==> src/pkg/modem_status_pkg.sv <==
// Package: register map, field layout, reset values and state of the modem status block
package modem_status_pkg;

   // Bus geometry
   localparam int unsigned DATA_W = 32;
   localparam int unsigned ADDR_W = 8;

   // Byte offsets of the registers
   localparam logic [ADDR_W-1:0] OFF_MODEM_STATUS     = 8'h00;
   localparam logic [ADDR_W-1:0] OFF_INTERRUPT_ENABLE = 8'h04;
   localparam logic [ADDR_W-1:0] OFF_IRQ_STATUS       = 8'h08;
   localparam logic [ADDR_W-1:0] OFF_IRQ_MASK         = 8'h0c;

   // Modem status layout: change flags in 3:0, inverted levels in 7:4
   localparam int unsigned MSR_DELTA_LSB = 0;
   localparam int unsigned MSR_LEVEL_LSB = 4;
   localparam int unsigned LINE_CNT      = 4;

   // Interrupt enable: modem status interrupt enable bit
   localparam int unsigned IER_MODEM_BIT = 3;
   localparam int unsigned IER_W         = 8;

   // Interrupt status and mask: one sticky bit per line change
   localparam int unsigned IRQ_W = 4;

   // Reset values
   localparam logic [IER_W-1:0]    IER_RESET   = 8'h00;
   localparam logic [IRQ_W-1:0]    IRQ_RESET   = 4'h0;
   localparam logic [IRQ_W-1:0]    MASK_RESET  = 4'h0;
   localparam logic [LINE_CNT-1:0] LINES_IDLE  = 4'hf;
   localparam logic [LINE_CNT-1:0] DELTA_RESET = 4'h0;
   localparam logic [DATA_W-1:0]   RDATA_RESET = 32'h0000_0000;

   // AHB-Lite encodings
   localparam logic [2:0] HSIZE_WORD = 3'b010;
   localparam logic       HRESP_OKAY = 1'b0;

   // Active-low modem lines; bit i maps to change flag i and level bit 4+i
   typedef struct packed {
      logic carrier_detect_n;
      logic ring_indicator_n;
      logic data_set_ready_n;
      logic clear_to_send_n;
   } modem_lines_s;

   // Whole state of the block
   typedef struct packed {
      logic [LINE_CNT-1:0] sync1;
      logic [LINE_CNT-1:0] sync2;
      logic [LINE_CNT-1:0] sync3;
      logic [LINE_CNT-1:0] stable;
      logic [LINE_CNT-1:0] delta;
      logic [IER_W-1:0]    interrupt_enable_reg;
      logic [IRQ_W-1:0]    irq_stat;
      logic [IRQ_W-1:0]    irq_mask;
      logic                wr_pend;
      logic [ADDR_W-1:0]   wr_addr;
      logic [DATA_W-1:0]   rdata;
   } state_s;

endpackage : modem_status_pkg

==> src/verilog/modem_status_inputs.sv <==
// Modem status input logic with an AHB-Lite register slave and interrupt
//
// Functional notes
// - The inverted data set ready line is read back in modem status bit 5.
// - A low-to-high move of data set ready since the last status read sets bit 1.
// - The inverted carrier detect line is read back in modem status bit 7.
// - A low-to-high move of carrier detect since the last status read sets bit 3.
// - The inverted ring indicator line is read back in modem status bit 6.
// - A low-to-high move of ring indicator since the last status read sets bit 2.
// - With interrupt enable bit 3 set, any change of these lines sets interrupt status; irq rises only where mask bit i is also set.
// - Clear to send shows inverted in bit 4, and its low-to-high move sets bit 0.
//
// Register map, one word each, fields in the low bits, the rest read zero:
//   0x00 modem status, read only; a read clears change flags 3:0
//        7 carrier detect, 6 ring indicator, 5 data set ready, 4 clear to send
//        3:0 change flags in the same line order, set on pin low-to-high
//   0x04 interrupt enable, read/write; bit 3 lets line changes raise status
//   0x08 interrupt status, read only; bit i set on any change of line i
//        while enabled; a read clears it, a change in that cycle still lands
//   0x0c interrupt mask, read/write; bit i lets status bit i drive irq
//
// Bus timing: zero wait states, hresp always OKAY. Read data and read side
// effects are taken at the edge that ends the address phase; write data lands
// at the edge that ends the data phase and is forwarded to a read right behind.
//
// Pin timing: each line passes three flops and counts once stages two and
// three agree, so a pin change shows four edges later and a one-cycle glitch
// is dropped. Reset takes every line as high, so idle pins give no event.
// Limitation: pulses shorter than two cycles are never seen.
`timescale 1ns/100ps

module modem_status_inputs (
   input  wire logic                             hclk,
   input  wire logic                             hresetn,
   input  wire logic                             hsel,
   input  wire logic [31:0]                      haddr,
   input  wire logic [1:0]                       htrans,
   input  wire logic                             hwrite,
   input  wire logic [2:0]                       hsize,
   input  wire logic [modem_status_pkg::DATA_W-1:0] hwdata,
   input  wire logic                             hready,
   output      logic                             hreadyout,
   output      logic [modem_status_pkg::DATA_W-1:0] hrdata,
   output      logic                             hresp,
   input  wire modem_status_pkg::modem_lines_s   modem_n,
   output      logic                             irq
);
   import modem_status_pkg::*;

   state_s              state_reg;
   state_s              state_next;

   logic [LINE_CNT-1:0] lines_in;
   logic [LINE_CNT-1:0] settled;
   logic [LINE_CNT-1:0] rise;
   logic [LINE_CNT-1:0] change;
   logic [ADDR_W-1:0]   addr_lo;
   logic                take;
   logic                rd_take;
   logic                wr_take;
   logic                msr_rd;
   logic                irq_rd;
   logic [IER_W-1:0]    ier_view;
   logic [IRQ_W-1:0]    mask_view;
   logic                ier_wr;
   logic                mask_wr;
   logic                chg_irq_en;
   logic [LINE_CNT-1:0] level_now;
   logic [LINE_CNT-1:0] delta_kept;
   logic [LINE_CNT-1:0] delta_next;
   logic [IRQ_W-1:0]    stat_kept;
   logic [IRQ_W-1:0]    stat_next;
   logic [DATA_W-1:0]   msr_word;
   logic [DATA_W-1:0]   ier_word;
   logic [DATA_W-1:0]   stat_word;
   logic [DATA_W-1:0]   mask_word;
   logic [DATA_W-1:0]   rd_word;

   // Pins packed into one vector in change-flag order
   assign lines_in = modem_n;

   // Address phase decode; haddr above ADDR_W is left to the fabric's hsel
   assign addr_lo = haddr[ADDR_W-1:0];
   assign take    = hsel && hready && htrans[1];
   assign rd_take = take && !hwrite;
   assign wr_take = take && hwrite && (hsize == HSIZE_WORD);
   assign msr_rd  = rd_take && (addr_lo == OFF_MODEM_STATUS);
   assign irq_rd  = rd_take && (addr_lo == OFF_IRQ_STATUS);

   // Zero wait states, always OKAY
   assign hreadyout = 1'b1;
   assign hresp     = HRESP_OKAY;
   assign hrdata    = state_reg.rdata;

   // Level interrupt from the sticky status and its mask
   assign irq = |(state_reg.irq_stat & state_reg.irq_mask);

   // Write strobes of the data phase; the address was caught one edge earlier
   assign ier_wr  = state_reg.wr_pend && (state_reg.wr_addr == OFF_INTERRUPT_ENABLE);
   assign mask_wr = state_reg.wr_pend && (state_reg.wr_addr == OFF_IRQ_MASK);

   // Views that forward a write still in its data phase to a read right behind it
   always_comb begin
      ier_view  = state_reg.interrupt_enable_reg;
      mask_view = state_reg.irq_mask;
      if (ier_wr) begin
         ier_view = hwdata[IER_W-1:0];
      end
      if (mask_wr) begin
         mask_view = hwdata[IRQ_W-1:0];
      end
   end

   // One slice per modem line: filter, edge detect and read-back level
   for (genvar g = 0; g < LINE_CNT; g++) begin : g_line
      // Stages two and three must agree, so a one-cycle glitch never counts
      assign settled[g]   = (state_reg.sync2[g] == state_reg.sync3[g])
                          ? state_reg.sync3[g] : state_reg.stable[g];
      // Pin high after low: asserted line has dropped away
      assign rise[g]      = settled[g] && !state_reg.stable[g];
      // Either direction counts for the interrupt
      assign change[g]    = settled[g] != state_reg.stable[g];
      // Read back inverted, so an asserted line reads as one
      assign level_now[g] = ~state_reg.stable[g];
   end

   // Change flags; a set in the clearing cycle survives the read
   always_comb begin
      delta_kept = state_reg.delta;
      if (msr_rd) begin
         delta_kept = DELTA_RESET;
      end
      delta_next    = delta_kept;
      delta_next[1] = delta_kept[1] | rise[1];
      delta_next[3] = delta_kept[3] | rise[3];
      delta_next[2] = delta_kept[2] | rise[2];
      delta_next[0] = delta_kept[0] | rise[0];
   end

   // Change interrupts only while the enable bit is set
   assign chg_irq_en = state_reg.interrupt_enable_reg[IER_MODEM_BIT];

   // Interrupt status: read clears, a new change wins over the clear
   always_comb begin
      stat_kept = state_reg.irq_stat;
      if (irq_rd) begin
         stat_kept = IRQ_RESET;
      end
      stat_next = stat_kept;
      if (chg_irq_en) begin
         stat_next = stat_kept | change;
      end
   end

   // Modem status word: inverted levels in 7:4, change flags in 3:0
   always_comb begin
      msr_word                            = RDATA_RESET;
      msr_word[MSR_LEVEL_LSB+1]           = level_now[1];
      msr_word[MSR_LEVEL_LSB+3]           = level_now[3];
      msr_word[MSR_LEVEL_LSB+2]           = level_now[2];
      msr_word[MSR_LEVEL_LSB+0]           = level_now[0];
      msr_word[MSR_DELTA_LSB +: LINE_CNT] = state_reg.delta;
   end

   // Narrow registers sit in the low bits, the rest reads zero
   always_comb begin
      ier_word             = RDATA_RESET;
      stat_word            = RDATA_RESET;
      mask_word            = RDATA_RESET;
      ier_word[IER_W-1:0]  = ier_view;
      stat_word[IRQ_W-1:0] = state_reg.irq_stat;
      mask_word[IRQ_W-1:0] = mask_view;
   end

   // Read mux on the address phase; unmapped offsets read as zero
   always_comb begin
      rd_word = RDATA_RESET;
      unique case (addr_lo)
         OFF_MODEM_STATUS: begin
            rd_word = msr_word;
         end
         OFF_INTERRUPT_ENABLE: begin
            rd_word = ier_word;
         end
         OFF_IRQ_STATUS: begin
            rd_word = stat_word;
         end
         OFF_IRQ_MASK: begin
            rd_word = mask_word;
         end
         default: begin
            rd_word = RDATA_RESET;
         end
      endcase
   end

   // Next state of the whole block
   always_comb begin
      state_next = state_reg;

      // Three-stage synchroniser; stage one feeds only stage two
      state_next.sync1  = lines_in;
      state_next.sync2  = state_reg.sync1;
      state_next.sync3  = state_reg.sync2;
      state_next.stable = settled;

      // Sticky flags and interrupt status
      state_next.delta    = delta_next;
      state_next.irq_stat = stat_next;

      // Data phase of a write lands here; read-only or unmapped writes drop
      if (ier_wr) begin
         state_next.interrupt_enable_reg = hwdata[IER_W-1:0];
      end
      if (mask_wr) begin
         state_next.irq_mask = hwdata[IRQ_W-1:0];
      end
      state_next.wr_pend = wr_take;
      state_next.wr_addr = addr_lo;

      // Read data registered at the address phase, stands through the data phase
      if (rd_take) begin
         state_next.rdata = rd_word;
      end
   end

   // State register; idle lines reset high so no false change at release
   always_ff @(posedge hclk or negedge hresetn) begin
      if (!hresetn) begin
         state_reg.sync1    <= LINES_IDLE;
         state_reg.sync2    <= LINES_IDLE;
         state_reg.sync3    <= LINES_IDLE;
         state_reg.stable   <= LINES_IDLE;
         state_reg.delta    <= DELTA_RESET;
         state_reg.interrupt_enable_reg      <= IER_RESET;
         state_reg.irq_stat <= IRQ_RESET;
         state_reg.irq_mask <= MASK_RESET;
         state_reg.wr_pend  <= 1'b0;
         state_reg.wr_addr  <= OFF_MODEM_STATUS;
         state_reg.rdata    <= RDATA_RESET;
      end else begin
         state_reg <= state_next;
      end
   end

endmodule : modem_status_inputs
==> config.mk <==
export PLATFORM = sky130hd
export DESIGN_NAME = modem_status_inputs
export DESIGN_NICKNAME = d
export VERILOG_FILES = /design/src/pkg/modem_status_pkg.sv /design/src/verilog/modem_status_inputs.sv
export SDC_FILE = /design/constraint.sdc
export NUM_CORES = 1
export LEC_CHECK = 0
export ABC_AREA = 1
export BUFFER_PORTS_ARGS = -buffer_cell sky130_fd_sc_hd__buf_2
export CAP_MARGIN = 20
export CORE_UTILIZATION = 43
export DETAILED_ROUTE_END_ITERATION = 6
export MAX_ROUTING_LAYER = met4
export PLACE_DENSITY = 0.87
export SLEW_MARGIN = 0
export SYNTH_ARGS = -nofsm -noshare
export SYNTH_HDL_FRONTEND = slang
export SYNTH_SLANG_ARGS = --single-unit
==> constraint.sdc <==
create_clock -name hclk -period 1.2 [get_ports hclk]
set_clock_uncertainty 0.05 [all_clocks]
set_input_delay 0.36 -clock hclk [delete_from_list [all_inputs] [get_ports hclk]]
set_output_delay 0.36 -clock hclk [all_outputs]
set_load 0.005 [all_outputs]
==> Yosys cells after proc, flatten, opt, wreduce, memory -nomap -nowiden <==
Index checks and enable logic that the tools add are counted.
{ "totals": {"output_inout_bits": 35, "reg_bits": 77, "in_bits": 78, "word_cells": 65} }
{ "classes": {"n_mux": 10, "eq_ne": 14, "n_reduce_logical": 20, "n_bitwise": 10} }
{ "op_table": {"columns": ["op", "count"], "rows": [
  ["8-bit case mux with 4 select lines", 1],
  ["8-bit by 4-bit == test with 1-bit output, second input constant", 3],
  ["8-bit by 3-bit == test with 1-bit output, second input constant", 2],
  ["4-bit two-way mux", 4],
  ["1-bit logical AND", 13],
  ["8-bit zero test", 1],
  ["8-bit two-way mux", 1],
  ["1-bit zero test", 5],
  ["4-bit bitwise AND", 1],
  ["1-bit == test", 4],
  ["1-bit two-way mux", 4],
  ["1-bit != test", 4],
  ["1-bit NOT", 4],
  ["1-bit bitwise OR", 4],
  ["4-bit bitwise OR", 1],
  ["4-bit OR reduction", 1],
  ["3-bit by 2-bit == test with 1-bit output, second input constant", 1]
]} }

==> Longest topological paths before layout <==
Gate-level depths: netlist of the first run.
{ "depth": {"ltp_word": 7, "ltp_mapped": 10, "ltp_nobuf": 10} }

==> Worst setup path after synthesis of the first run <==
No wires, ideal clock.
{ "synth_timing": {"path_type": "flip-flop to flip-flop", "from": "register state_reg (netlist bit state_next[65])", "to": "register state_reg (netlist bit stat_word[0])", "setup_ps": 83, "t_required_ps": 1067, "setup_slack_ps": -25, "period_less_slack_ps": 1225, "t_arrival_ps": 1093, "path_stages_with_launch": 4, "n_path_buf": 0, "path_cell_list": "dfstp_2 > maj3_1 > ha_1 > o21ai_0"} }
{ "synth_between": {"elab_chain_len": 5} }
{ "synth_lines": {"columns": ["item", "line_no", "source"], "rows": [
  ["from (decl)", "modem_status_inputs.sv:50", "state_s state_reg;"],
  ["from (signal assigned)", "modem_status_inputs.sv:242", "state_reg <= state_next;"],
  ["1-bit == test", "modem_status_inputs.sv:117", "assign settled[g] = (state_reg.sync2[g] == state_reg.sync3[g])"],
  ["1-bit two-way mux", "modem_status_inputs.sv:118", "? state_reg.sync3[g] : state_reg.stable[g];"],
  ["net settled[0]", "modem_status_inputs.sv:54", "logic [LINE_CNT-1:0] settled;"],
  ["1-bit != test", "modem_status_inputs.sv:122", "assign change[g] = settled[g] != state_reg.stable[g];"],
  ["4-bit bitwise OR", "modem_status_inputs.sv:151", "stat_next = stat_kept | change;"],
  ["4-bit two-way mux", "modem_status_inputs.sv:150", "if (chg_irq_en) begin"],
  ["net stat_next[0]", "modem_status_inputs.sv:72", "logic [IRQ_W-1:0] stat_next;"]
]} }
The timed path passes the listed nets, and every way through them passes these cells.
A chain may end at the register's enable or synchronous reset.

==> Worst setup path in the final report of the first run <==
{ "layout_timing": {"from": "register state_reg[42] (netlist name)", "to": "output irq"} }
{ "layout_between": {"elab_chain_len": 2} }
{ "layout_lines": {"columns": ["item", "line_no", "source"], "rows": [
  ["4-bit bitwise AND", "modem_status_inputs.sv:96", "assign irq = |(state_reg.irq_stat & state_reg.irq_mask);"],
  ["4-bit OR reduction", "modem_status_inputs.sv:96", null],
  ["to (decl)", "modem_status_inputs.sv:46", "output logic irq"]
]} }
Every way passes these cells.

==> results.yml, run 1 <==
global_route:
  grt_max_degree: 54
  grt_pass1_wl_um: 9708
  grt_use_met2_pct: 36.24
  grtUsageMet1_pct: 22.69
  grt_pass1_vias: 2117
  grt-busiest-layer: "met2"
  antenna_found_initial: 0
  overflow: 0
  grt_use_total_pct: 20.92
  met3_usage_pct: 4.457
final_layout:
  antenna_cells: 0
  final_nets: 438
  largest_reg_flops: 28
  drive_gt1_share_pct: 47.34
  area_delta_synth_final_pct: 32.27
  nFillCells: 406
timing:
  maxSlewViolCount: 0
  clock.fmax_ghz: 0.6469
  setup_tns_ns: -3.753
  tightest_slew_ns: 0.5039
  rsz0062_at_grt: "yes"
  fin_ws_ns: -0.3457
  hold_violations: 0
  fin_crit_sh_pct: 128.8
  relSlewSlack_pct: 66.28
  setup_viol: 32
  period_needed_ns: 1.546
synthesis:
  synth.avg_cell_area_um2: 9.074
  ys_ff_latch: 53
  async_flop_share_pct: 100.0
  synth_most_common_cell: "nand2_1"
  synth_top_area_cell: "dfrtp_1"
  synth_cell_types: 22
  synth_area_um2: 2586
  synth_area_leaders: "dfrtp_1, dfstp_2, buf_4, nand2_1, nand3_1"
  synth_commonest_cells: "nand2_1, inv_1, dfrtp_1"
  synthFlopType: "dfrtp_1"
  synth_edf_count: 0
  yosysSeqAreaShare_pct: 52.06
  syn_inst: 285
  ys_warn_count: 0
  yosysTopAreaCellShare_pct: 35.80
floorplanning:
  die-area_um2: 6329
  die_x_um: 79.56
  pin_count: 113
  coreArea_um2: 5642
  num_rows: 27
  start_util_pct: 45.84
  die_y_um: 79.56
detailed_routing:
  drtPass1Iterations: 4
  drc: 0
  ant_nets: 0
  drt_iter0_markers: 152
  vias: 2070
  vias_per_cell: 4.825
  wl_um: 5944
  wl_per_cell_um: 13.86
setup_path:
  cp.arrival_ns: 1.14
  ff2ff_path_depth: 9
  r2r_start: "state_reg[38]"
  start_kind: "flop"
  cpMaxStageDelayCell: "dfrtp_1"
  crit_path_end_kind: "primary output"
  regToRegSetupSlack_ns: -0.26
  r2r_end: "hrdata[0]"
  path_max_fanout: 2
  crit_type: "flop to primary output"
  slowest_delay_ns: 0.43
  required_ns: 0.79
  path_cells: "nand2_2, nand4_1, buf_2"
hold_path:
  hold_class: "primary input to flop"
  whs_endpoint: "state_next[70]"
  min_path_cells: 1
  holdCritStartpoint: "modem_n[1]"
cts:
  cts_buffers: 5
  clk_root_buffer_cell: "clkbuf_8"
  clock-sinks: 53
  cts_tree: "done"
  cts.clk_slew.worst_paths_ns: 0.09
  clk_latency_ns: 0.31
  cts_htree_levels: 2
  cts_max_path_buffers: 2
power:
  ir_worst_vdd_v: 0.0006324
  power-per-cell-area_nw_per_um2: 1018
  power.leakage_nw: 1.764
  finalPower_mw: 3.482
job:
  maxCapViolations: 0
placement:
  hpwl_um: 3499
  numPortBuffers: 37
  gp_congestion: 0.8244
status:
  violations: "negative setup slack"
  outcome: "finished, violations left"
area by class of cell:
| type | count | area (µm²) | share of cell area (%) |
|---|---|---|---|
| Clock buffer | 7 | 86.33 | 2.524 |
| Multi-Input combinational cell | 179 | 1197 | 35.00 |
| Timing Repair Buffer | 75 | 513.0 | 15.00 |
| Clock inverter | 1 | 30.03 | 0.8778 |
| Inverter | 42 | 157.7 | 4.609 |
| Sequential cell | 53 | 1346 | 39.36 |
| Tap cell | 72 | 90.09 | 2.634 |
logic make-up (layout without fill, tap and decap cells):
kind of cell | count (synthesis) | in the layout | share of synthesized area [%]
and+or+nand+nor | 133 | 133 | 24.67
buffers and inverters | 77 | 125 | 16.40
DFF | 53 | 53 | 52.06
AOI/OAI and AO/OA | 12 | 12 | 3.096
adders and majority gates | 8 | 8 | 3.483
other | 2 | 26 | 0.2904
per-stage QoR:
step	setup slack (ns)	cells	hold WS [ns]	util [%]	area [µm²]
4_1_cts	-0.2751	423	0.08611	59.17	3338
5_1_grt	-0.3409	429	0.07754	60.63	3421
6_report	-0.3457	429	0.09735	60.63	3421
2_1_floorplan	-0.01721	309	0.01441	-	2683
3_5_place_dp	-0.3148	397	0.2972	49.79	2809
3_3_place_gp	-0.2660	397	0.2957	49.79	2809
layout by cell type, fill, tap and decap left out, types with 7 or more instances in the layout:
master / count
nand2_1: 59
inv_1: 37
dfrtp_1: 37
buf_2: 37
buf_4: 31
conb_1: 26
nand3_2: 23
dfstp_2: 16
nand3_1: 9
nand2_2: 8
nor2_4: 7
worst max path at each step:
stage / start / to / slack (ns)
final: state_reg[42] / irq / -0.35
after floorplan: state_reg[33] / hrdata[1] / -0.02
after detailed placement: haddr[7] / hrdata[0] / -0.31
after global placement: haddr[7] / hrdata[3] / -0.27
after global routing: state_reg[42] / irq / -0.34
after CTS: state_reg[43] / irq / -0.28
where the power goes:
group	switching (mW)	internal, mW
logic	0.194	0.157
clock network	0.560	0.680
registers	0.0260	1.86
layer usage:
layer  vias to the layer above  part of all wire, %  wire length (µm)
met2                        89                   52              3095
li1                        958                    -                 -
met5                         -                    0                 0
met3                        23                  6.1               365
met1                      1000                   38              2257
met4                         0                  3.8               225
repair_timing:
item,CTS,global route
buffers inserted,17,6
endpoints found under the setup margin,34,35
endpoints found under the hold margin,37,0
gates resized for setup,56,11
hold buffers,1,0
pin swaps,44,19
worst max-delay path: cells and delay by family (launching register included):
kind / cells / cell delay [ns]
AND/OR/NAND/NOR: 2 / 0.24
buffers and inverters: 1 / 0.16
flip-flops: 1 / 0.43
Note: power is estimated with default switching activity, not from simulation.
==> run 2: changes to the inputs <==
--- a/config.mk
+++ b/config.mk
@@ -8,6 +8,7 @@
 export ABC_AREA = 1
 export BUFFER_PORTS_ARGS = -buffer_cell sky130_fd_sc_hd__buf_2
 export CAP_MARGIN = 20
+export CORE_ASPECT_RATIO = 0.6
 export CORE_UTILIZATION = 43
 export DETAILED_ROUTE_END_ITERATION = 6
 export MAX_ROUTING_LAYER = met4
==> run 2 against run 1 <==
The flow still finishes with violations (negative setup slack). Die area rose by 0.15%. Maximum frequency rose by 5.9%. Utilization fell by 3.0 points. Critical path depth rose by 4. Clock power fell by 18%.
==> results.yml, run 2 (same netlist as run 1, synthesis figures left out) <==
status:
  outcome: "finished, violations left"
  violations: "negative setup slack"
global_route:
  grt_use_total_pct: 20.60
  grt_max_degree: 21
  grt_pass1_wl_um: 9080
  antenna_found_initial: 0
  grt_pass1_vias: 1909
  overflow: 0
setup_path:
  path_max_fanout: 6
  start_kind: "flop"
  crit_path_end_kind: "flop"
  path_buf_inv: 3
  cp.arrival_ns: 1.61
  cp_top_family: "flip-flops"
  cpMaxStageDelayCell: "dfrtp_1"
  required_ns: 1.35
  crit_type: "flop to flop"
  slowest_delay_ns: 0.38
  path_cells: "nor2_2, nand2_4, inv_4, nand3_4, buf_8, buf_4, o21a_1"
  regToRegSetupSlack_ns: -0.26
cts:
  clock-sinks: 53
  cts_max_path_buffers: 2
  ctsHoldBuffers: 0
  clk_latency_ns: 0.31
  clk_root_buffer_cell: "clkbuf_8"
  cts_tree: "done"
  cts_htree_levels: 2
  cts.clk_slew.worst_paths_ns: 0.09
  cts_buffers: 5
floorplanning:
  die-area_um2: 6339
  die_y_um: 62.07
  num_rows: 21
  start_util_pct: 45.57
  die_x_um: 102.1
  coreArea_um2: 5675
  pin_count: 113
timing:
  hold_violations: 0
  period_needed_ns: 1.460
  maxSlewViolCount: 0
  fin_ws_ns: -0.2600
  setup_viol: 32
  clock.fmax_ghz: 0.6849
  fin_crit_sh_pct: 121.7
  rsz0062_at_grt: "yes"
final_layout:
  post-route-util_pct: 57.67
  largest_reg_flops: 28
  area_delta_synth_final_pct: 26.56
  final_nets: 428
  layout_common_cells: "nand2_1, inv_1, dfrtp_1, buf_2, conb_1"
  antenna_cells: 0
  mostFrequentLayoutCell: "nand2_1"
  drive_gt1_share_pct: 42.07
  fin_area_um2: 3273
  instances_no_fill: 427
hold_path:
  hold_class: "primary input to asynchronous set/reset pin"
placement:
  numPortBuffers: 37
  dp_cells: 403
  placed_cell_area_um2: 2804
  gp_congestion: 0.8520
  dpl_worst_slack_ns: -0.2812
  hpwl_um: 3799
detailed_routing:
  drt_iter0_markers: 114
  drc: 0
  wl_per_cell_um: 13.40
  vias: 1947
  wl_um: 5722
  drtPass1Iterations: 4
  vias_per_cell: 4.560
  ant_nets: 0
power:
  power-per-cell-area_nw_per_um2: 992.0
  finalPower_mw: 3.247
  power.leakage_nw: 1.702
  ir_worst_vdd_v: 0.0004948
job:
  maxCapViolations: 0
[run 2: what timing repair did]
action                                 in CTS  in global routing
setup endpoints to repair                  34                 37
buffers inserted                           10                  6
endpoints found under the hold margin       0                  0
pin swaps                                  20                 18
gates resized for setup                    46                 10
[run 2: cell type report]
cell class | count | area [µm²]
multi-input combinational | 179 | 1146
fill | 497 | 2402
inverter | 42 | 160.2
tap | 80 | 100.1
sequential | 53 | 1346
timing repair buffer | 65 | 430.4
clock buffer | 8 | 90.09
[run 2: where the power goes]
part           total (mW)  internal, mW  leakage [nW]  switching, mW
registers            1.89          1.86         0.625         0.0283
clock network        1.02         0.472        0.0455          0.552
logic               0.331         0.142          1.03          0.189
[run 2: final timing paths]
path                           startpoint              to  cells after the start
max                         state_reg[39]   state_reg[53]                      7
max reg2reg                 state_reg[39]   state_reg[53]                      7
min in group hclk              modem_n[0]  state_next[69]                      1
max in group asynchronous         hresetn   state_reg[40]                      2
min reg2reg                state_next[70]  state_next[66]                      0
min                               hresetn       hrdata[5]                      2
[run 2: through the flow]
step / hold slack, ns / setup TNS (ns)
after CTS: 0.08296 / -3.059
final: 0.08402 / -3.558
after global placement: 0.2959 / -4.211
after detailed placement: 0.2987 / -5.019
after floorplan: 0.01441 / -0.08884
after global routing: 0.07230 / -5.778
[run 2: metal layers]
metal | vias up | part of all wire, % | global-route usage [%]
li1 | 938 | - | -
met1 | 956 | 44 | 25.04
met2 | 49 | 50 | 34.61
met3 | 4 | 5.2 | 6.488
met4 | 0 | 0.51 | 3.878
met5 | - | 0 | -
